==> config.mk <==
export PLATFORM = sky130hd
export DESIGN_NAME = cafbt_top
export DESIGN_NICKNAME = d
export VERILOG_FILES = /design/src/rtl/cafbt_pkg.sv /design/src/rtl/cafbt_match_if.sv /design/src/rtl/cafbt_match.sv /design/src/rtl/cafbt_top.sv
export SDC_FILE = /design/constraint.sdc
export NUM_CORES = 1
export LEC_CHECK = 0
export BUFFER_PORTS_ARGS = -buffer_cell sky130_fd_sc_hd__buf_2
export CAP_MARGIN = 30
export CORE_ASPECT_RATIO = 1.1
export CORE_MARGIN = 2
export CORE_UTILIZATION = 50
export CTS_CLUSTER_SIZE = 40
export DETAILED_ROUTE_END_ITERATION = 10
export GPL_ROUTABILITY_DRIVEN = 0
export PLACE_DENSITY = 0.7
export SKIP_CTS_REPAIR_TIMING = 1
export SLEW_MARGIN = 10
export SYNTH_ARGS = -nofsm -noshare
export SYNTH_HDL_FRONTEND = slang
export SYNTH_SLANG_ARGS = --single-unit
==> constraint.sdc <==
create_clock -name sys_clk -period 2.6 [get_ports sys_clk]
set_input_delay 0 -clock sys_clk [delete_from_list [all_inputs] [get_ports sys_clk]]
set_output_delay 0 -clock sys_clk [all_outputs]
set_load 0.005 [all_outputs]
==> src/rtl/cafbt_pkg.sv <==
// Package: register map, field layout and reset values for the CAN
// acceptance filter and bit timing block.
// Assumes 32-bit APB with one aligned word per register.
package cafbt_pkg;

  localparam int ID_W = 29;
  localparam int STD_W = 11;

  // Register byte offsets
  localparam logic [7:0] OFF_CONTROL = 8'h00;
  localparam logic [7:0] OFF_TIMING = 8'h04;
  localparam logic [7:0] OFF_FIRST_BUF = 8'h08;
  localparam logic [7:0] OFF_SECOND_BUF = 8'h0C;
  localparam logic [7:0] OFF_FIRST_ID = 8'h10;
  localparam logic [7:0] OFF_SECOND_ID = 8'h14;
  localparam logic [7:0] OFF_STATUS = 8'h18;
  localparam logic [7:0] OFF_MASK0 = 8'h20;
  localparam logic [7:0] OFF_MASK1 = 8'h24;
  localparam logic [7:0] OFF_FILTER0 = 8'h30;

  // Control register fields
  localparam int CTL_CONFIG_BIT = 0;
  localparam int CTL_ROLLOVER_BIT = 1;
  localparam logic [1:0] CTL_RESET = 2'h1;

  // Buffer control fields
  localparam int BUF_FULL_BIT = 3;
  localparam int BUF_EXT_BIT = 4;

  // Timing register fields
  localparam int TIM_PRESCALER_LSB = 0;
  localparam int TIM_PROP_LSB = 8;
  localparam int TIM_PHASE1_LSB = 12;
  localparam int TIM_PHASE2_LSB = 16;
  localparam logic [18:0] TIM_RESET = 19'h00000;

  // Filter hit codes for rollover
  localparam logic [2:0] HIT_ROLL_F0 = 3'h6;
  localparam logic [2:0] HIT_ROLL_F1 = 3'h7;

  // Least phase two length in quanta, minus one
  localparam logic [2:0] PHASE2_MIN_M1 = 3'h1;

  typedef enum {
    SEG_SYNC,
    SEG_PROP,
    SEG_PHASE1,
    SEG_PHASE2
  } cafbt_seg_t;

endpackage

==> src/rtl/cafbt_match_if.sv <==
// Interface: carries the identifier, mask and filter between the top
// and the matching leaf.
// Assumes a single sys_clk domain.
`timescale 1ns/1ns
interface cafbt_match_if;
  logic [cafbt_pkg::ID_W-1:0] ident;
  logic extended;
  logic [cafbt_pkg::ID_W-1:0] mask;
  logic [cafbt_pkg::ID_W-1:0] filter;
  logic hit;
  modport top (output ident, output extended, output mask, output filter, input hit);
  modport cmp (input ident, input extended, input mask, input filter, output hit);
endinterface

==> src/rtl/cafbt_match.sv <==
// Leaf: one acceptance filter compare against its mask.
// Assumes combinational use inside cafbt_top.
`timescale 1ns/1ns
module cafbt_match (
  cafbt_match_if.cmp mif
);
  logic [cafbt_pkg::ID_W-1:0] widthMask;
  logic [cafbt_pkg::ID_W-1:0] bitOk;

  always_comb begin
    widthMask = mif.extended ? {cafbt_pkg::ID_W{1'b1}} :
      {{(cafbt_pkg::ID_W-cafbt_pkg::STD_W){1'b0}}, {cafbt_pkg::STD_W{1'b1}}};
    bitOk = ~mif.mask | ~(mif.ident ^ mif.filter);
    mif.hit = &(bitOk | ~widthMask);
  end
endmodule // cafbt_match

==> src/rtl/cafbt_top.sv <==
// Top: CAN acceptance filtering into two receive buffers and bit time
// quantum and segment generation, with an APB register slave.
// Assumes a protocol engine that pulses msgValid with a complete
// assembly_buffer identifier, and APB master on sys_clk.
//
// Behaviour
// - Mask bit zero accepts that position
// - Mask bit one needs identifier equal filter
// - Complete message copied only on match
// - Filters 0-1 buffer zero, 2-5 buffer one
// - Buffer one hit code is filter number
// - Codes 000/001 in buffer one only rollover
// - Rolled filter 0/1 hits coded 110/111
// - Lowest numbered matching filter wins
// - Mask/filter writes only in configuration mode
// - Mask/filter read zero outside configuration mode
// - Bit split into four quantum segments
// - Quanta per bit programmable 8 to 25; the timing fields allow 5 to 25
// - Quantum is 2*(prescaler+1) oscillator periods
// - Sync segment one quantum, edge expected there
// - Stuff bits give edge every six bits
// - Timing syncs to rx edges, times transmit
// - Propagation segment 1-8 quanta, 3-bit field
// - Phase segments 1-8, phase two min 2
// - Timing writes only in configuration mode
//
// Our own choices: the APB slave port and the register addresses.
`timescale 1ns/1ns
module cafbt_top #(
  parameter int NUM_FILTERS = 6
) (
  input wire logic sys_clk,
  input wire logic reset_n,
  input wire logic psel,
  input wire logic penable,
  input wire logic pwrite,
  input wire logic [7:0] paddr,
  input wire logic [31:0] pwdata,
  output logic [31:0] prdata,
  output logic pready,
  output logic pslverr,
  input wire logic msgValid,
  input wire logic [cafbt_pkg::ID_W-1:0] msgIdent,
  input wire logic msgExtended,
  input wire logic canRx,
  output logic quantumTick,
  output logic samplePoint,
  output logic bitStart
);
  // ==========================================================
  // Register state
  logic [1:0] control;
  logic [1:0] next_control;
  logic [18:0] timing;
  logic [18:0] next_timing;
  logic [cafbt_pkg::ID_W-1:0] mask [2];
  logic [cafbt_pkg::ID_W-1:0] next_mask [2];
  logic [cafbt_pkg::ID_W-1:0] filter [NUM_FILTERS];
  logic [cafbt_pkg::ID_W-1:0] next_filter [NUM_FILTERS];
  logic [4:0] firstBuf;
  logic [4:0] next_firstBuf;
  logic [4:0] secondBuf;
  logic [4:0] next_secondBuf;
  logic [cafbt_pkg::ID_W-1:0] firstId;
  logic [cafbt_pkg::ID_W-1:0] next_firstId;
  logic [cafbt_pkg::ID_W-1:0] secondId;
  logic [cafbt_pkg::ID_W-1:0] next_secondId;
  logic [31:0] next_prdata;
  logic next_pready;
  logic next_pslverr;
  logic rxMeta;
  logic canRxSync;
  logic rxPrev;

  logic cfgMode;
  logic wrEn;
  logic rdEn;
  logic [NUM_FILTERS-1:0] hits;

  assign cfgMode = control[cafbt_pkg::CTL_CONFIG_BIT];
  assign wrEn = psel && penable && pwrite && !pready;
  assign rdEn = psel && penable && !pwrite && !pready;

  // ==========================================================
  // Filter compare
  genvar gi;
  generate
    for (gi = 0; gi < NUM_FILTERS; gi++) begin : gen_cmp
      cafbt_match_if mif ();
      assign mif.ident = msgIdent;
      assign mif.extended = msgExtended;
      assign mif.mask = (gi < 2) ? mask[0] : mask[1];
      assign mif.filter = filter[gi];
      assign hits[gi] = mif.hit;
      cafbt_match u_match (
        .mif(mif)
      );
    end
  endgenerate

  // ==========================================================
  // Registers and acceptance
  always_comb begin
    logic [2:0] code;
    logic found0;
    logic found1;
    logic [7:0] fOff;
    code = 3'h0;
    found0 = 1'b0;
    found1 = 1'b0;
    fOff = 8'h00;
    next_control = control;
    next_timing = timing;
    next_mask = mask;
    next_filter = filter;
    next_firstBuf = firstBuf;
    next_secondBuf = secondBuf;
    next_firstId = firstId;
    next_secondId = secondId;
    next_pready = psel && penable && !pready;
    next_pslverr = 1'b0;
    next_prdata = 32'h00000000;

    // Lowest filter first, buffer zero group
    for (int i = 1; i >= 0; i--) begin
      if (hits[i]) begin
        found0 = 1'b1;
        code = 3'(i);
      end
    end
    if (!found0) begin
      for (int i = NUM_FILTERS - 1; i >= 2; i--) begin
        if (hits[i]) begin
          found1 = 1'b1;
          code = 3'(i);
        end
      end
    end

    if (msgValid && !cfgMode) begin
      if (found0 && !firstBuf[cafbt_pkg::BUF_FULL_BIT]) begin
        next_firstBuf = {msgExtended, 1'b1, code};
        next_firstId = msgIdent;
      end else if (found0 && control[cafbt_pkg::CTL_ROLLOVER_BIT]
                   && !secondBuf[cafbt_pkg::BUF_FULL_BIT]) begin
        next_secondBuf = {msgExtended, 1'b1,
          code[0] ? cafbt_pkg::HIT_ROLL_F1 : cafbt_pkg::HIT_ROLL_F0};
        next_secondId = msgIdent;
      end else if (found1 && !secondBuf[cafbt_pkg::BUF_FULL_BIT]) begin
        next_secondBuf = {msgExtended, 1'b1, code};
        next_secondId = msgIdent;
      end
      // No match: nothing changes
    end

    if (wrEn) begin
      case (paddr)
        cafbt_pkg::OFF_CONTROL: next_control = pwdata[1:0];
        cafbt_pkg::OFF_TIMING: begin
          if (cfgMode) begin
            next_timing = pwdata[18:0];
          end
        end
        cafbt_pkg::OFF_FIRST_BUF: begin
          // Writing 1 to full releases the buffer, unless a message loads it in the same cycle
          if (pwdata[cafbt_pkg::BUF_FULL_BIT] && next_firstBuf == firstBuf) begin
            next_firstBuf[cafbt_pkg::BUF_FULL_BIT] = 1'b0;
          end
        end
        cafbt_pkg::OFF_SECOND_BUF: begin
          if (pwdata[cafbt_pkg::BUF_FULL_BIT] && next_secondBuf == secondBuf) begin
            next_secondBuf[cafbt_pkg::BUF_FULL_BIT] = 1'b0;
          end
        end
        cafbt_pkg::OFF_MASK0: if (cfgMode) next_mask[0] = pwdata[cafbt_pkg::ID_W-1:0];
        cafbt_pkg::OFF_MASK1: if (cfgMode) next_mask[1] = pwdata[cafbt_pkg::ID_W-1:0];
        default: begin
          for (int i = 0; i < NUM_FILTERS; i++) begin
            fOff = cafbt_pkg::OFF_FILTER0 + 8'(4 * i);
            if (paddr == fOff && cfgMode) begin
              next_filter[i] = pwdata[cafbt_pkg::ID_W-1:0];
            end
          end
        end
      endcase
    end

    if (rdEn) begin
      case (paddr)
        cafbt_pkg::OFF_CONTROL: next_prdata = {30'h0000000, control};
        cafbt_pkg::OFF_TIMING: next_prdata = {13'h0000, timing};
        cafbt_pkg::OFF_FIRST_BUF: next_prdata = {27'h0000000, firstBuf};
        cafbt_pkg::OFF_SECOND_BUF: next_prdata = {27'h0000000, secondBuf};
        cafbt_pkg::OFF_FIRST_ID: next_prdata = {3'h0, firstId};
        cafbt_pkg::OFF_SECOND_ID: next_prdata = {3'h0, secondId};
        cafbt_pkg::OFF_STATUS: next_prdata = {29'h0000000, canRxSync, 2'h0};
        cafbt_pkg::OFF_MASK0: if (cfgMode) next_prdata = {3'h0, mask[0]};
        cafbt_pkg::OFF_MASK1: if (cfgMode) next_prdata = {3'h0, mask[1]};
        default: begin
          next_pslverr = 1'b1;
          for (int i = 0; i < NUM_FILTERS; i++) begin
            fOff = cafbt_pkg::OFF_FILTER0 + 8'(4 * i);
            if (paddr == fOff) begin
              next_pslverr = 1'b0;
              if (cfgMode) next_prdata = {3'h0, filter[i]};
            end
          end
        end
      endcase
    end else if (wrEn) begin
      next_pslverr = !(paddr <= cafbt_pkg::OFF_MASK1 ||
        (paddr >= cafbt_pkg::OFF_FILTER0 &&
         paddr < cafbt_pkg::OFF_FILTER0 + 8'(4 * NUM_FILTERS))) || paddr[1:0] != 2'h0
        || paddr == cafbt_pkg::OFF_STATUS + 8'h04;
    end
  end

  always_ff @(posedge sys_clk or negedge reset_n) begin
    if (!reset_n) begin
      control <= cafbt_pkg::CTL_RESET;
      timing <= cafbt_pkg::TIM_RESET;
      mask <= '{default: '0};
      filter <= '{default: '0};
      firstBuf <= 5'h00;
      secondBuf <= 5'h00;
      firstId <= '0;
      secondId <= '0;
      prdata <= 32'h00000000;
      pready <= 1'b0;
      pslverr <= 1'b0;
    end else begin
      control <= next_control;
      timing <= next_timing;
      mask <= next_mask;
      filter <= next_filter;
      firstBuf <= next_firstBuf;
      secondBuf <= next_secondBuf;
      firstId <= next_firstId;
      secondId <= next_secondId;
      prdata <= next_prdata;
      pready <= next_pready;
      pslverr <= next_pslverr;
    end
  end

  // ==========================================================
  // Receive pin synchroniser
  always_ff @(posedge sys_clk or negedge reset_n) begin
    if (!reset_n) begin
      rxMeta <= 1'b1;
      canRxSync <= 1'b1;
      rxPrev <= 1'b1;
    end else begin
      rxMeta <= canRx;
      canRxSync <= rxMeta;
      rxPrev <= canRxSync;
    end
  end

  // ==========================================================
  // Bit timing
  logic [5:0] prescaler;
  logic [2:0] propLen;
  logic [2:0] phase1Len;
  logic [2:0] phase2Len;
  logic [6:0] tqCount;
  logic [6:0] next_tqCount;
  logic [2:0] segCount;
  logic [2:0] next_segCount;
  cafbt_pkg::cafbt_seg_t seg;
  cafbt_pkg::cafbt_seg_t next_seg;
  logic next_quantumTick;
  logic next_samplePoint;
  logic next_bitStart;
  logic fallEdge;

  assign prescaler = timing[cafbt_pkg::TIM_PRESCALER_LSB +: 6];
  assign propLen = timing[cafbt_pkg::TIM_PROP_LSB +: 3];
  assign phase1Len = timing[cafbt_pkg::TIM_PHASE1_LSB +: 3];
  // Phase two held to at least two quanta
  assign phase2Len = (timing[cafbt_pkg::TIM_PHASE2_LSB +: 3] < cafbt_pkg::PHASE2_MIN_M1) ?
    cafbt_pkg::PHASE2_MIN_M1 : timing[cafbt_pkg::TIM_PHASE2_LSB +: 3];
  assign fallEdge = rxPrev && !canRxSync;

  always_comb begin
    logic tqEnd;
    tqEnd = (tqCount == {prescaler, 1'b1});
    next_tqCount = tqEnd ? 7'h00 : tqCount + 7'h01;
    next_segCount = segCount;
    next_seg = seg;
    next_quantumTick = tqEnd;
    next_samplePoint = 1'b0;
    next_bitStart = 1'b0;
    if (cfgMode) begin
      next_tqCount = 7'h00;
      next_segCount = 3'h0;
      next_seg = cafbt_pkg::SEG_SYNC;
      next_quantumTick = 1'b0;
    end else if (fallEdge && seg != cafbt_pkg::SEG_SYNC) begin
      // Restart bit so the edge lies in the sync segment
      next_tqCount = 7'h00;
      next_segCount = 3'h0;
      next_seg = cafbt_pkg::SEG_SYNC;
      next_bitStart = 1'b1;
    end else if (tqEnd) begin
      next_segCount = segCount + 3'h1;
      case (seg)
        cafbt_pkg::SEG_SYNC: begin
          next_segCount = 3'h0;
          next_seg = cafbt_pkg::SEG_PROP;
        end
        cafbt_pkg::SEG_PROP: if (segCount == propLen) begin
          next_segCount = 3'h0;
          next_seg = cafbt_pkg::SEG_PHASE1;
        end
        cafbt_pkg::SEG_PHASE1: if (segCount == phase1Len) begin
          next_segCount = 3'h0;
          next_seg = cafbt_pkg::SEG_PHASE2;
          next_samplePoint = 1'b1;
        end
        cafbt_pkg::SEG_PHASE2: if (segCount == phase2Len) begin
          next_segCount = 3'h0;
          next_seg = cafbt_pkg::SEG_SYNC;
          next_bitStart = 1'b1;
        end
        default: next_seg = cafbt_pkg::SEG_SYNC;
      endcase
    end
  end

  always_ff @(posedge sys_clk or negedge reset_n) begin
    if (!reset_n) begin
      tqCount <= 7'h00;
      segCount <= 3'h0;
      seg <= cafbt_pkg::SEG_SYNC;
      quantumTick <= 1'b0;
      samplePoint <= 1'b0;
      bitStart <= 1'b0;
    end else begin
      tqCount <= next_tqCount;
      segCount <= next_segCount;
      seg <= next_seg;
      quantumTick <= next_quantumTick;
      samplePoint <= next_samplePoint;
      bitStart <= next_bitStart;
    end
  end
endmodule // cafbt_top

---- Word level (Yosys, flattened, before mapping) ----
Index checks and enable logic that the tools add are counted.
operators by class
  equality and inequality tests ........... 27
  bitwise logic cells ..................... 29
  reductions and logical operators ........ 59
  multiplexer cells ....................... 88
  $lt $le $gt $ge ......................... 4
  add/subtract/negate cells ............... 2
operators by type and width
  kind                                                                     number
  32-bit two-way mux                                                       21
  29-bit bitwise OR                                                        12
  32-bit case mux with 9 select lines                                      1
  29-bit NOT                                                               9
  29-bit two-way mux                                                       7
  29-bit AND reduction                                                     6
  29-bit XOR                                                               6
  32-bit case mux with 4 select lines                                      1
  32-bit by 2-bit equality test with 1-bit output (second input constant)  2
  8-bit by 6-bit equality test with 1-bit output (second input constant)   6
  1-bit two-way mux                                                        36
  3-bit two-way mux                                                        12
  32-bit by 1-bit equality test with 1-bit output (second input constant)  1
  8-bit by 5-bit equality test with 1-bit output (second input constant)   4
  32-bit logical NOT                                                       1
  32-bit nonzero test                                                      1
  5-bit two-way mux                                                        6
  3-bit AND reduction                                                      10
  1-bit logical AND                                                        22
  7-bit two-way mux                                                        3
  8-bit by 4-bit equality test with 1-bit output (second input constant)   2
  8-bit by 7-bit equality test with 1-bit output (second input constant)   2
  4-bit != test (second input constant)                                    3
  3-bit case mux with 4 select lines                                       1
  20 further kinds                                                         34
storage, ports and cells
  word-level logic and storage cells ...... 235
  register bits after elaboration ......... 403
  input port bits ......................... 77
  output and inout bits ................... 37

---- Depth between registers and ports, before layout ----
  depth in word-level cells ............... 21
  gate-level depth with buffers ........... 10
  depth with buffers taken out ............ 9

---- Cells and area by module ----
Synthesis repeated with hierarchy kept, for this count alone.
second synthesis, totals
  cells, all modules ...................... 1,610
  area total of the unflattened synthesis .. 19,845.3 um^2
by module, submodules not included
  module       instances  sequential area each (um^2)  area each (um^2)  cells each
  cafbt_top    1          9,263.9                      17,322.9          1,328
  cafbt_match  6          0.0                          420.4             47

---- Worst setup path after synthesis ----
OpenSTA, ideal clock, no wires.
  path kind ............................... flip-flop to flip-flop
  start ................................... register filter (netlist bit gen_cmp[1].mif.filter[21])
  end ..................................... register firstId[10] in the netlist's numbering
  arrival ................................. 2.416 ns
  stages on the path, launching flop included .. 10
  slack ................................... 0.059 ns
  required time ........................... 2.475 ns
  path buffers ............................ 1
  cell sequence ........................... dfrtp_1 > xor2_1 > a22oi_1 > nand2_1 > o41ai_1 > nand4_1 > and2_4 > nor4b_4 > buf_6 > mux2_4
on the way
  cells in the longest elaborated chain, start to end .. 9
ends and longest elaborated chain
  item                                  line               source
  start, declared                       cafbt_top.sv:58    logic [cafbt_pkg::ID_W-1:0] filter [NUM_FILTERS];
  start signal, assigned                cafbt_top.sv:235   filter <= next_filter;
  29-bit XOR                            cafbt_match.sv:13  bitOk = ~mif.mask | ~(mif.ident ^ mif.filter);
  29-bit NOT                            cafbt_match.sv:13
  29-bit bitwise OR                     cafbt_match.sv:13
  29-bit bitwise OR                     cafbt_match.sv:14  mif.hit = &(bitOk | ~widthMask);
  29-bit AND reduction                  cafbt_match.sv:14
  1-bit two-way mux (2 in a row)        cafbt_top.sv:126   if (hits[i]) begin
  1-bit logical AND                     cafbt_top.sv:141   if (found0 && !firstBuf[cafbt_pkg::BUF_FULL_BIT]) begin
  2-bit AND reduction (no source line)  n/a
  end signal, assigned                  cafbt_top.sv:238   firstId <= next_firstId;
  end, declared                         cafbt_top.sv:64    logic [cafbt_pkg::ID_W-1:0] firstId;
No other way between the ends.
A chain may end at the register's enable or synchronous reset.

---- Worst setup path after layout ----
  start ................................... register filter (netlist bit gen_cmp[2].mif.filter[23])
  end ..................................... register secondBuf[4]
on the way
  cells in the longest elaborated chain, start to end .. 12
ends and longest elaborated chain
  item                         line               source
  29-bit XOR                   cafbt_match.sv:13
  29-bit NOT                   cafbt_match.sv:13
  29-bit bitwise OR            cafbt_match.sv:13
  29-bit bitwise OR            cafbt_match.sv:14
  29-bit AND reduction         cafbt_match.sv:14
  1-bit two-way mux            cafbt_top.sv:133   if (hits[i]) begin
  1-bit two-way mux            cafbt_top.sv:131   if (!found0) begin
  1-bit logical AND            cafbt_top.sv:149   end else if (found1 && !secondBuf[cafbt_pkg::BUF_FULL_BIT]) begin
  5-bit two-way mux            cafbt_top.sv:149
  5-bit two-way mux            cafbt_top.sv:144   end else if (found0 && control[cafbt_pkg::CTL_ROLLOVER_BIT]
  5-bit two-way mux            cafbt_top.sv:141
  5-bit two-way mux            cafbt_top.sv:140   if (msgValid && !cfgMode) begin
  named net next_secondBuf[4]  cafbt_top.sv:63    logic [4:0] next_secondBuf;
  end signal, assigned         cafbt_top.sv:237   secondBuf <= next_secondBuf;
  end, declared                cafbt_top.sv:62    logic [4:0] secondBuf;
The timed path passes the listed nets, and every way through them passes these cells.

==> results.yml <==
clock_network:
  path_clk_slew_ps: 60
  cts-root-buf: "clkbuf_16"
  cts_tree: "yes"
  htreeDepth: 2
  clk_latency_ps: 580
  clock-sinks: 370
  numCtsBuffers: 41
  clock_path_buffers: 3
cells_and_area:
  fillCellCount: 2782
  syn2layout_area_growth_pct: 25.7
  instances_no_fill: 2306
  mostFrequentLayoutCell: "dfrtp_1"
  stdcell_area_um2: 23300
  layout-drive-gt1-share_pct: 39.5
  mostFrequentLayoutCells: "dfrtp_1 (366), mux2_2 (283), xor2_1 (183), buf_4 (169), buf_2 (106)"
  layout.nets: 1871
global_routing:
  grt_max_degree: 80
  antenna_found_initial: 0
  grtUsageTotal_pct: 32.2
  grt_pass1_wl_um: 92700
  first_global_vias: 14800
  grt-ovfl-total: 0
timing:
  slew_headroom_pct: 45.5
  tightest_slew_ps: 818
  min_period_over_period_pct: 116
  timing.hold.ws_ps: -11.1
  fin_skew_ps: 18.5
  hold_violations: 2
  rsz0062_at_grt: "true"
  fmax_mhz: 333
  maxSlewViolCount: 0
  finalSetupViolations: 67
  setup_ws_ps: -404
  min_period_ps: 3000
flow_run:
  drv_cap: 0
synthesis:
  synthDistinctLibCells: 58
  syn-cell-area_um2: 18500
  avgSynthCellArea_um2: 12.5
  async_reset_ff_share_pct: 100
  ys_warn_count: 0
  syn_inst: 1484
  synth_ff_type: "dfrtp_1"
  synth_edf_count: 0
  synth_seq_cells: 370
  yosysSeqAreaShare_pct: 50.0
die:
  core_area_um2: 36400
  die_w_um: 188
  die-area_um2: 38600
  row_count: 73
  die-height_um: 206
  initial_core_util_pct: 50.9
  io_pins: 114
detailed_routing:
  drt_iter0_markers: 1723
  routed-via-count: 14900
  firstDrtPassIters: 7
  routed_wirelength_um: 64100
  antenna_left: 0
  via_per_inst: 6.46
  routedWlPerCell_um: 27.8
  drc_errors: 0
setup_path:
  critPathBufInv: 3
  crit_fanout: 7
  path_delay_family: "compound AO/OA/AOI/OAI gates"
  critPathKind: "reg -> reg"
  critPathArrivalTime_ps: 3450
  required_ps: 3050
  path_common_cell: "nand4_1"
  path_cells: "xor2_1, a22oi_1, nand2_1, o41ai_2, buf_4, nand4_1, nand4_1, o221ai_4, buf_12, clkbuf_16, mux2_4"
  cp-end-kind: "flip-flop"
  max_stage_delay_ps: 470
  critPathSlowestCell: "o41ai_2"
  cp-start-kind: "flip-flop"
outcome:
  violations: "hold timing, setup timing"
  status: "complete, but fails checks"
hold_path:
  hold_class: "in -> reg"
power_and_ir_drop:
  p_leak_nw: 11.7
  ir_drop_mv: 0.561
  finalPower_mw: 14.0
  p_per_area_nw_per_um2: 603
placed_design:
  dpl.cell_count: 2154
  post_dp_cell_area_um2: 20900
  io_buffers: 107
  dpl.hpwl_um: 40200
  dp_slack_ps: -371
[tightest hold or removal path, delay by kind of cell]
| kind | cells | cell delay (ps) |
|---|---|---|
| buffers and inverters | 1 | 130 |
| and+or+nand+nor | 1 | 210 |
| AOI/OAI and AO/OA | 2 | 160 |
[path summary, 6_finish.rpt]
check,from,to,slack [ps],depth (start not counted)
max reg2reg,gen_cmp[2].mif.filter[23]$_DFFE_PN0P_,secondBuf[4]$_DFF_PN0_,-400,11
min reg2reg,rxMeta$_DFF_PN1_,canRxSync$_DFF_PN1_,360,0
max,gen_cmp[2].mif.filter[23]$_DFFE_PN0P_,secondBuf[4]$_DFF_PN0_,-400,11
max in group asynchronous,reset_n,gen_cmp[4].mif.filter[18]$_DFFE_PN0P_,1670,3
min in group asynchronous,reset_n,gen_cmp[1].mif.filter[5]$_DFFE_PN0P_,0,2
min,msgValid,secondBuf[1]$_DFF_PN0_,-10,4
[state kept, by name, summed over array words and instances, names as in the netlist, 2 cells and up]
name                flops
seg                     2
control                 2
prdata                 29
timing                 19
firstBuf                5
tqCount                 7
gen_cmp.mif.filter    174
segCount                3
gen_cmp.mif.mask       58
secondBuf               5
secondId               29
firstId                29
[cells in the mapped netlist (15+ instances only)]
library cell	instances	area, um2
and3_1	15	93.8
nor2_1	30	113
a222oi_1	29	290
a21oi_1	25	125
dfrtp_1	366	9160
a31oi_1	17	106
mux2_2	288	3240
nor3_1	15	75.1
a22o_1	60	526
buf_2	17	85.1
mux2_4	20	300
xor2_1	183	1600
nand2_1	60	225
a221oi_1	50	438
a22oi_1	77	578
clkbuf_1	77	289
[routing by layer]
metal,track usage (%),share of wire (%)
met1,39.9,37
met2,53.3,47
met3,7.35,10
met4,16.1,6.4
met5,0,0
[kinds of logic after synthesis]
logic type,synth area share (%)
buffers and inverters,3.09
xor gates and xnor gates,9.13
adders and majority gates,0.405
other,0.0202
AOI/OAI and AO/OA,13.1
DFF,50.0
and+or+nand+nor,4.47
muxes,19.7
[through the flow]
step           util, %  setup TNS [ps]
2_1_floorplan        -               0
5_1_grt           64.0          -23100
3_3_place_gp      57.4          -14420
6_report          64.0          -20740
3_5_place_dp      57.4          -17280
4_1_cts           61.3          -21870
[final cells by class]
cell class | instances | area (um2) | area share [%]
clock buffer | 59 | 1220 | 5.23
tap | 487 | 609 | 2.62
clock inverter | 14 | 201 | 0.866
inverter | 14 | 52.6 | 0.226
sequential | 370 | 9260 | 39.8
timing repair buffer | 373 | 3090 | 13.3
multi-input combinational | 988 | 8840 | 38.0
antenna | 1 | 2.50 | 0.0108
[where the power goes]
| group | internal, mW | leakage, nW | switching, mW | total [mW] |
|---|---|---|---|---|
| logic | 0.753 | 5.92 | 0.780 | 1.53 |
| clock network | 3.74 | 0.700 | 2.44 | 6.18 |
| registers | 6.08 | 5.06 | 0.235 | 6.31 |
No activity file was read; power rests on OpenSTA's default activity.
